[src/hdl/port2_fault_pkg.sv]
// =====================================================================
// Shared constants and carriers for the port 2 fault status flags.
// =====================================================================
package port2_fault_pkg;

  // =====================================================================
  // Register map.
  // =====================================================================
  // Byte address of the port 2 fault status register.
  localparam logic [7:0] STATUS2_ADDR  = 8'h04;
  // Field positions inside the status byte.
  localparam int         ERR_BIT       = 7;
  localparam int         LOW_V_BIT     = 4;
  localparam int         THERM_BIT     = 3;
  localparam int         UNIMP_BIT     = 2;
  localparam int         BACKBIAS_BIT  = 1;
  // Value of the status byte at reset.
  localparam logic [7:0] STATUS2_RST   = 8'h00;
  // Value returned for any other address.
  localparam logic [7:0] UNMAPPED_DATA = 8'h00;

  // =====================================================================
  // Analog thresholds and timing.
  // =====================================================================
  // Back-bias margin that the external comparator applies, in millivolts.
  localparam int         BACKBIAS_MARGIN_MV = 150;
  // Flip-flops in each pin synchroniser.
  localparam int         SYNC_STAGES        = 2;
  // Cycles after reset before synchronised pins are trusted.
  localparam logic [1:0] POWERUP_SETTLE     = 2'h2;

  // =====================================================================
  // Types.
  // =====================================================================
  // Error state of port 2.
  typedef enum logic {
    ST_ACTIVE = 1'b0,
    ST_ERROR  = 1'b1
  } port_state_e;

  // Comparator and control levels that feed the flags.
  typedef struct packed {
    logic below_min;     // Bus output under minimum bus voltage.
    logic backbias;      // Bus above source or core supply plus margin.
    logic temp_above;    // Die above the low shutdown threshold.
    logic temp_hold;     // Die above threshold minus hysteresis.
    logic cc_mode;       // Switch runs in constant-current mode.
    logic power_enable;  // Port 2 power enable control.
    logic other_fault;   // Any other port 2 fault still present.
  } fault_cond_s;

endpackage : port2_fault_pkg

[src/hdl/level_sync.sv]
`timescale 1ns/10ps
// =====================================================================
// Two-stage synchroniser for a vector of unrelated slow levels.
// =====================================================================
module level_sync #(
  parameter int WIDTH = 7
) (
  // Clock and reset.
  input  wire logic             clk,
  input  wire logic             rst,
  // Levels in and out.
  input  wire logic [WIDTH-1:0] async_in,
  output logic      [WIDTH-1:0] sync_out
);

  // Refuse at elaboration a width that leaves nothing to synchronise.
  if (WIDTH < 1) begin : g_bad_width
    $error("level_sync needs WIDTH of at least one");
  end

  logic [WIDTH-1:0] meta_ff;  // First stage, read only by the second.
  logic [WIDTH-1:0] sync_ff;  // Second stage, safe to use.

  // Each bit is an independent level, so no word coherence is promised.
  always_ff @(posedge clk or posedge rst) begin
    if (rst) begin
      meta_ff <= '0;
      sync_ff <= '0;
    end else begin
      meta_ff <= async_in;
      sync_ff <= meta_ff;
    end
  end

  assign sync_out = sync_ff;

endmodule : level_sync

[src/hdl/port2_fault_status_flags.sv]
`timescale 1ns/10ps
module port2_fault_status_flags (
  // Clock and reset.
  input  wire logic       clk,
  input  wire logic       rst,
  // Register port from the serial interface engine, same clock.
  input  wire logic       reg_rd,
  input  wire logic       reg_wr,
  input  wire logic [7:0] reg_addr,
  input  wire logic [7:0] reg_wdata,
  output logic      [7:0] reg_rdata_ff,
  // Asynchronous comparator and control pins.
  input  wire logic       vbus2_below_min,
  input  wire logic       vbus2_backbias,
  input  wire logic       die_above_low,
  input  wire logic       die_above_release,
  input  wire logic       cc_mode,
  input  wire logic       port2_power_enable,
  input  wire logic       port2_other_fault,
  // Port status outputs.
  output logic            port2_alert_n_ff,
  output logic            port2_error_ff
);

  // =====================================================================
  // Pin synchronisation.
  // =====================================================================
  port2_fault_pkg::fault_cond_s cond;       // Synchronised levels.
  logic [6:0]                   cond_vec;   // Same levels as a vector.

  level_sync #(
    .WIDTH (7)
  ) u_sync (
    .clk      (clk),
    .rst      (rst),
    .async_in ({vbus2_below_min, vbus2_backbias, die_above_low,
                die_above_release, cc_mode, port2_power_enable,
                port2_other_fault}),
    .sync_out (cond_vec)
  );

  assign cond = port2_fault_pkg::fault_cond_s'(cond_vec);

  // =====================================================================
  // Decode of register accesses.
  // =====================================================================
  logic rd_hit;     // Read of the status register this cycle.
  logic wr_zero;    // Write with bit 7 zero that asks to clear the error flag.
  logic pen_rise;   // Power enable went from inactive to active.
  logic pen_fall;   // Power enable dropped, which also clears errors.
  logic err_clear;  // Error flag is being cleared this cycle.
  logic any_cond;   // Some fault condition still present.
  logic tw_qual;    // Thermal warning may raise alert and error.

  assign rd_hit   = reg_rd && (reg_addr == port2_fault_pkg::STATUS2_ADDR);
  assign wr_zero  = reg_wr && (reg_addr == port2_fault_pkg::STATUS2_ADDR) &&
                    !reg_wdata[port2_fault_pkg::ERR_BIT];
  assign any_cond = cond.below_min || cond.backbias || cond.other_fault;

  // Status byte as software sees it; other port bits live elsewhere.
  function automatic logic [7:0] status_byte(input logic err, input logic ko,
                                             input logic tw, input logic bb);
    logic [7:0] s;
    s = port2_fault_pkg::STATUS2_RST;
    s[port2_fault_pkg::ERR_BIT]      = err;
    s[port2_fault_pkg::LOW_V_BIT]    = ko;
    s[port2_fault_pkg::THERM_BIT]    = tw;
    s[port2_fault_pkg::UNIMP_BIT]    = 1'b0;
    s[port2_fault_pkg::BACKBIAS_BIT] = bb;
    return s;
  endfunction : status_byte

  // =====================================================================
  // Flag and state registers.
  // =====================================================================
  logic                         ko_ff,       nxt_ko;        // Keep-out flag.
  logic                         bb_ff,       nxt_bb;        // Back-bias flag.
  logic                         tw_ff,       nxt_tw;        // Thermal flag.
  logic                         pen_prev_ff, nxt_pen_prev;  // Enable history.
  logic                         pwrup_ff,    nxt_pwrup;     // Power-up window.
  logic [1:0]                   settle_ff,   nxt_settle;    // Settle counter.
  port2_fault_pkg::port_state_e state_ff,    nxt_state;     // Active or error.
  logic [7:0]                   nxt_rdata;                  // Read data.
  logic                         nxt_alert_n;                // Alert pin.
  logic                         nxt_error;                  // Error output.

  // Enable edges come from synchronised levels only. After a reset with the
  // enable already high the history is low, so one rise is seen; it falls on
  // the same cycle as the power-up qualification and is therefore harmless.
  assign pen_rise = cond.power_enable && !pen_prev_ff;
  assign pen_fall = !cond.power_enable && pen_prev_ff;

  // The power-up check waits for the synchronisers to fill, otherwise the
  // reset zeros would hide an enable pin that was already active.
  assign tw_qual = cond.temp_above &&
                   (cond.cc_mode || pen_rise ||
                    (pwrup_ff && (settle_ff == port2_fault_pkg::POWERUP_SETTLE) &&
                     cond.power_enable));

  // Error clears from software or from the enable dropping.
  assign err_clear = (state_ff == port2_fault_pkg::ST_ERROR) &&
                     ((wr_zero && !any_cond) || pen_fall);

  // Next values of all flags, the error state and the read data.
  always_comb begin
    // A still-present condition re-sets the flag, so a set beats a clear.
    nxt_ko = cond.below_min || (ko_ff && !rd_hit && !err_clear);
    nxt_bb = cond.backbias || (bb_ff && !rd_hit && !err_clear);
    // Hysteresis: hold while the die stays above the release level.
    nxt_tw = cond.temp_above || (tw_ff && cond.temp_hold);
    nxt_pen_prev = cond.power_enable;
    nxt_settle   = settle_ff;
    nxt_pwrup    = pwrup_ff;
    if (settle_ff != port2_fault_pkg::POWERUP_SETTLE) begin
      nxt_settle = settle_ff + 2'h1;
    end else begin
      nxt_pwrup = 1'b0;
    end
    nxt_state = state_ff;
    unique case (state_ff)
      port2_fault_pkg::ST_ACTIVE: begin
        if (cond.below_min || cond.backbias || cond.other_fault || tw_qual) begin
          nxt_state = port2_fault_pkg::ST_ERROR;
        end
      end
      port2_fault_pkg::ST_ERROR: begin
        if (err_clear) begin
          nxt_state = port2_fault_pkg::ST_ACTIVE;
        end
      end
    endcase
    // Captures the values before this cycle's clear-on-read acts.
    if (rd_hit) begin
      nxt_rdata = status_byte(state_ff == port2_fault_pkg::ST_ERROR,
                              ko_ff, tw_ff, bb_ff);
    end else begin
      nxt_rdata = port2_fault_pkg::UNMAPPED_DATA;
    end
    nxt_alert_n = (nxt_state != port2_fault_pkg::ST_ERROR);
    // The error output mirrors the state so both outputs change together.
    nxt_error   = (nxt_state == port2_fault_pkg::ST_ERROR);
  end

  // Registers only; all decisions are made above.
  always_ff @(posedge clk or posedge rst) begin
    if (rst) begin
      ko_ff            <= 1'b0;
      bb_ff            <= 1'b0;
      tw_ff            <= 1'b0;
      pen_prev_ff      <= 1'b0;
      pwrup_ff         <= 1'b1;
      settle_ff        <= 2'h0;
      state_ff         <= port2_fault_pkg::ST_ACTIVE;
      reg_rdata_ff     <= port2_fault_pkg::STATUS2_RST;
      port2_alert_n_ff <= 1'b1;
      port2_error_ff   <= 1'b0;
    end else begin
      ko_ff            <= nxt_ko;
      bb_ff            <= nxt_bb;
      tw_ff            <= nxt_tw;
      pen_prev_ff      <= nxt_pen_prev;
      pwrup_ff         <= nxt_pwrup;
      settle_ff        <= nxt_settle;
      state_ff         <= nxt_state;
      reg_rdata_ff     <= nxt_rdata;
      port2_alert_n_ff <= nxt_alert_n;
      port2_error_ff   <= nxt_error;
    end
  end
endmodule : port2_fault_status_flags

[config.mk]
export PLATFORM = sky130hd
export DESIGN_NAME = port2_fault_status_flags
export DESIGN_NICKNAME = d
export VERILOG_FILES = /design/src/hdl/port2_fault_pkg.sv /design/src/hdl/level_sync.sv /design/src/hdl/port2_fault_status_flags.sv
export SDC_FILE = /design/constraint.sdc
export NUM_CORES = 1
export LEC_CHECK = 0
export ABC_AREA = 1
export BUFFER_PORTS_ARGS = -buffer_cell sky130_fd_sc_hd__buf_4
export CAP_MARGIN = 15
export CORE_UTILIZATION = 42
export DETAILED_ROUTE_END_ITERATION = 7
export GPL_ROUTABILITY_DRIVEN = 0
export PLACE_DENSITY = 0.73
export SLEW_MARGIN = 20
export SYNTH_ARGS = -nofsm -noshare
export SYNTH_HDL_FRONTEND = slang
export SYNTH_SLANG_ARGS = --single-unit
export TNS_END_PERCENT = 1
[constraint.sdc]
create_clock -name clk -period 1.33 [get_ports clk]
set_clock_uncertainty 0.15 [all_clocks]
set_input_delay 0.1995 -clock clk [delete_from_list [all_inputs] [get_ports clk]]
set_output_delay 0.1995 -clock clk [all_outputs]
set_load 0.05 [all_outputs]
# == Yosys cells after proc, flatten, opt, wreduce, memory -nomap -nowiden ==
# Index checks and enable logic that the tools add are counted.
# word_totals
reg_bits,31
input_bits,27
output_inout_bits,10
elab_cells,51
# classes
addsub,1
eq_ne,3
muxes,4
bitwise,2
n_reduce_logical,30
# ops
op,n
$logic_and A1 B1 Y1,15
$logic_or A1 B1 Y1,9
$eq A8 B3 Y1 const B,1
$mux W8,1
$logic_not A1 Y1,6
$add A2 B1 Y2 const B,1
$eq A2 B2 Y1 const B,1
$mux W1,2
$ne A2 B2 Y1 const B,1
$not A1 Y1,2
$pmux W1 S2,1

# == Logic depth before layout (Yosys ltp) ==
# depth
ltp_word,9
ltp_mapped,9
mapped_depth_nobuf,9

# == Cells and area by module ==
# A second synthesis with hierarchy kept.
# hier_totals
hier_cells,87
hier_area_um2,962.2
# modules_own_cells
mod,n_inst,cells_each,area_per_inst_um2,seq_area_each_um2
port2_fault_status_flags,1,72,608.1,327.8
level_sync,1,15,354.1,350.3

# == Worst setup path before layout ==
# No wires, ideal clock.
# synth_timing
kind,register to register
start,reg settle_ff[0]
end,reg state_ff
setup_time_ns,0.119
t_arrival_ns,1.058
t_required_ns,1.061
path_slack_ns,0.003
path_stages_with_launch,9
n_path_buf,0
synth_period_minus_slack_ns,1.327
path_cell_list,dfrtp_1 inv_1 ha_1 nand2_1 a21oi_1 o21ai_0 nand2_1 nand2_1 nand2_1
# synth_between
elab_chain_len,8
# synth_rtl
element,line,rtl
from (decl),port2_fault_status_flags.sv:81,"logic [1:0] settle_ff, nxt_settle;"
from (signal assigned),port2_fault_status_flags.sv:163,settle_ff <= nxt_settle;
$eq A2 B2 Y1,port2_fault_status_flags.sv:97,(pwrup_ff && (settle_ff == port2_fault_pkg::POWERUP_SETTLE) &&
$logic_and A1 B1 Y1 (2 in series),port2_fault_status_flags.sv:97,
$logic_or A1 B1 Y1,port2_fault_status_flags.sv:96,(cond.cc_mode || pen_rise ||
$logic_and A1 B1 Y1,port2_fault_status_flags.sv:95,assign tw_qual = cond.temp_above &&
$logic_or A1 B1 Y1,port2_fault_status_flags.sv:122,if (cond.below_min || cond.backbias || cond.other_fault || tw_qual) begin
$mux W1,port2_fault_status_flags.sv:122,
$pmux W1 S2,port2_fault_status_flags.sv:120,unique case (state_ff)
named net nxt_error,port2_fault_status_flags.sv:85,logic nxt_error;
to (signal assigned),port2_fault_status_flags.sv:153,state_ff <= port2_fault_pkg::ST_ACTIVE;
to (signal assigned),port2_fault_status_flags.sv:164,state_ff <= nxt_state;
to (decl),port2_fault_status_flags.sv:82,"port2_fault_pkg::port_state_e state_ff, nxt_state;"
# The timed path passes the listed nets, and every way through them passes these cells.
# A chain may end at the register's enable or synchronous reset.

# == Worst setup path after layout ==
# layout_timing
start,reg port2_alert_n_ff
end,out port2_alert_n_ff
# layout_lines
element,line,rtl
from (decl),port2_fault_status_flags.sv:21,"output logic port2_alert_n_ff,"
from (signal assigned),port2_fault_status_flags.sv:166,port2_alert_n_ff <= nxt_alert_n;
# No word-level cell between the ends.

==> flow_summary.yaml <==
clocking:
  cts_setup_buffers: 0
  cts-root-to-sink-buffers: 2
  tritoncts: "yes"
  cts.sinks: 27
  root_buffer: "sky130_fd_sc_hd__clkbuf_4"
  cts_max_level: 1
  cts_inserted_buffers: 3
  path_clk_slew_ns: 0.13
  worstSkewPairLatency_ns: 0.31
yosys:
  postSynthRegisterBits: 27
  synth_sequential_area_ratio_pct: 70.8
  yosysWarningCount: 0
  synthDistinctLibCells: 16
  synth.avg_cell_area_sq_um: 11.1
  post_synth_inst_count: 86
  syn-cell-area_sq_um: 958
setup_path:
  cells_along_the_critical_path: "buf_8"
  timing.critical_path.buf_inv: 1
  worst-path-stages: 1
  timing.critical_path.slowest_stage_cell: "sky130_fd_sc_hd__dfstp_2"
  path_class: "reg2out"
  reg2reg_depth: 8
  reg2reg_slack_ns: 0.06
  critPathRequiredTime_ns: 0.98
  reg2reg_to: "state_ff"
  cpLargestDelayFamily: "flip-flops"
  highest_net_fanout_along_the_worst_path: 1
  worst_setup_path_start_kind: "flop"
  timing.rr.start: "settle_ff[0]"
  kind_of_end_point_of_the_critical_path: "output port"
  cp_peak_stage_delay_ns: 0.56
  critical_path_arrival_ns: 1.00
cells_and_area:
  finish.net_count: 155
  proportion_of_layout_cells_with_a_drive_suffix_above_1_pct: 31.7
  final_area_sq_mm: 0.00132
  synthToLayoutAreaGrowth_pct: 37.3
  multi_input_combinational_cell_area_sq_um: 218
  nFillCells: 159
  ff_latch_area_sq_um: 678
  antenna_cells_inserted: 0
hold_path:
  whs_endpoint: "port2_alert_n_ff"
  hp-class: "in2reg"
  worst_hold_startpoint: "reg_wdata[7]"
  worstHoldPathCells: 8
global_route:
  grt.overflow.total: 0
  grt_start_max_net_pins: 28
  global_route.usage.total_pct: 13.6
  first_global_vias: 651
  grt_first_pass_wirelength_microns: 2520
  antenna_found_initial: 0
sta:
  final.min_clock_period_ns: 1.35
  grt_setup_unrepaired: "true"
  layout_setup_ws_ns: -0.0222
  min_period_over_period_pct: 102
  timing.final.max_slew_violations: 0
  max_freq_ghz: 0.740
  report.final.hold_viol_count: 0
  final-setup-viol-count: 1
pwr:
  power.static_leakage_nw: 0.693
  finalPower_mw: 1.55
  power.density_mw_per_mm2: 1180
  max-vdd-ir-drop_mv: 0.914
placed_design:
  detailedPlacementHpwl_microns: 1000
  dpl-instance-area_sq_mm: 0.00118
  placement.setup.worst_slack_ns: -0.0117
  portBuffers: 25
status:
  outcome: "finished with violations"
  violations: "negative setup slack"
routing:
  drt_pre_antenna_iters: 4
  totalWireLength_microns: 1370
  initialDrtViolationCount: 3
  routed-via-count: 643
  drt-wirelength-per-cell_microns: 8.94
  via_per_inst: 4.20
  drc: 0
  ant_nets: 0
flow_run:
  maxCapViolations: 0
floorplan:
  die-width_microns: 49.8
  fp.coreArea_sq_mm: 0.00206
  dieArea_sq_mm: 0.00248
  num_io_pins: 37
  initial_utilization_pct: 46.5
  chipHeight_microns: 49.8
  num_rows: 16
-- flip-flops by register name, summed over array words and instances (netlist names) --
register / cells
state_ff: 1
tw_ff: 1
reg_rdata_ff: 4
bb_ff: 1
settle_ff: 2
pen_prev_ff: 1
pwrup_ff: 1
ko_ff: 1
u_sync.sync_out: 7
u_sync.meta_ff: 7
port2_alert_n_ff: 1
-- stage by stage --
stage,TNS [ns],instances,hold slack (ns),utilization [%]
finish,-0.0222,153,0.161,63.8
global route,-0.148,153,0.194,63.8
CTS,-0.0372,153,0.159,63.4
detailed placement,-0.0117,140,0.128,57.4
global placement,-0.00910,140,0.120,57.4
floorplan,0,89,0.0809,-
-- power breakdown --
group	internal, mW	total, mW	switching (mW)	leakage (nW)
registers	0.879	0.913	0.0349	0.315
clock network	0.117	0.326	0.209	0.0150
logic	0.128	0.312	0.184	0.363
total	1.12	1.55	0.428	0.693
-- worst max-delay path by stage --
| stage | startpoint | end | slack [ns] |
|---|---|---|---|
| floorplan | settle_ff[0] | state_ff | 0.003 |
| global route | port2_alert_n_ff | port2_alert_n_ff | -0.06 |
| finish | port2_alert_n_ff | port2_alert_n_ff | -0.02 |
| detailed placement | settle_ff[0] | state_ff | -0.01 |
| global placement | settle_ff[0] | state_ff | -0.009 |
| CTS | port2_alert_n_ff | port2_alert_n_ff | -0.04 |
-- timing repair --
item | CTS | global route
hold buffers | 9 | 0
setup endpoints to repair | 2 | 6
resized for setup | 3 | 3
pin swaps | 0 | 4
hold endpoints to repair | 33 | 0
-- logic make-up after synthesis --
group / Yosys count / synth area share (%)
simple gates: 33 / 15.0
other cells: 1 / 0.391
fa+ha+maj: 1 / 1.31
compound gates: 6 / 3.39
xor+xnor: 1 / 0.914
flops: 27 / 70.8
buf+inv: 17 / 8.23
-- synth_stat cells, drive strengths merged --
cell	instances	area, sq um
a21o	1	7.51
a21oi	3	15.0
buf	4	30.0
conb	1	3.75
dfrtp	25	626
dfstp	2	52.6
ha	1	12.5
inv	13	48.8
nand2	19	78.8
nand3	2	10.0
nor2	12	55.1
o21ai	2	10.0
xnor2	1	8.76
-- layout by cell type, fill, tap and decap left out --
cell / n
sky130_fd_sc_hd__nor2_1: 9
sky130_fd_sc_hd__dfstp_2: 2
sky130_fd_sc_hd__nand3_1: 2
sky130_fd_sc_hd__o21ai_1: 1
sky130_fd_sc_hd__o21ai_0: 1
sky130_fd_sc_hd__nand2_1: 16
sky130_fd_sc_hd__clkbuf_4: 3
sky130_fd_sc_hd__nand2_2: 3
sky130_fd_sc_hd__dlygate4sd3_1: 9
sky130_fd_sc_hd__clkbuf_1: 1
sky130_fd_sc_hd__a21oi_1: 3
sky130_fd_sc_hd__xnor2_1: 1
sky130_fd_sc_hd__dfrtp_1: 25
sky130_fd_sc_hd__buf_6: 1
sky130_fd_sc_hd__buf_4: 26
sky130_fd_sc_hd__ha_2: 1
sky130_fd_sc_hd__inv_1: 13
sky130_fd_sc_hd__nor2_4: 1
sky130_fd_sc_hd__a21o_1: 1
sky130_fd_sc_hd__buf_8: 1
sky130_fd_sc_hd__nor2_2: 2
sky130_fd_sc_hd__conb_1: 4
-- routing by layer --
metal,GRT usage (%),vias to the layer above,part of all wire (%)
met5,0,-,0
met4,5.71,0,0.37
met3,2.78,2,3.1
met2,24.3,17,56
met1,15.7,297,41
li1,-,327,-
-- layout make-up --
class,count,area share [%]
multi-input cells,45,16.5
well taps,27,2.57
clock buffers,4,2.00
flip-flops and latches,27,51.5
inverters,13,3.71
repair buffers,37,23.7
Power figures use the tool's default switching activity.
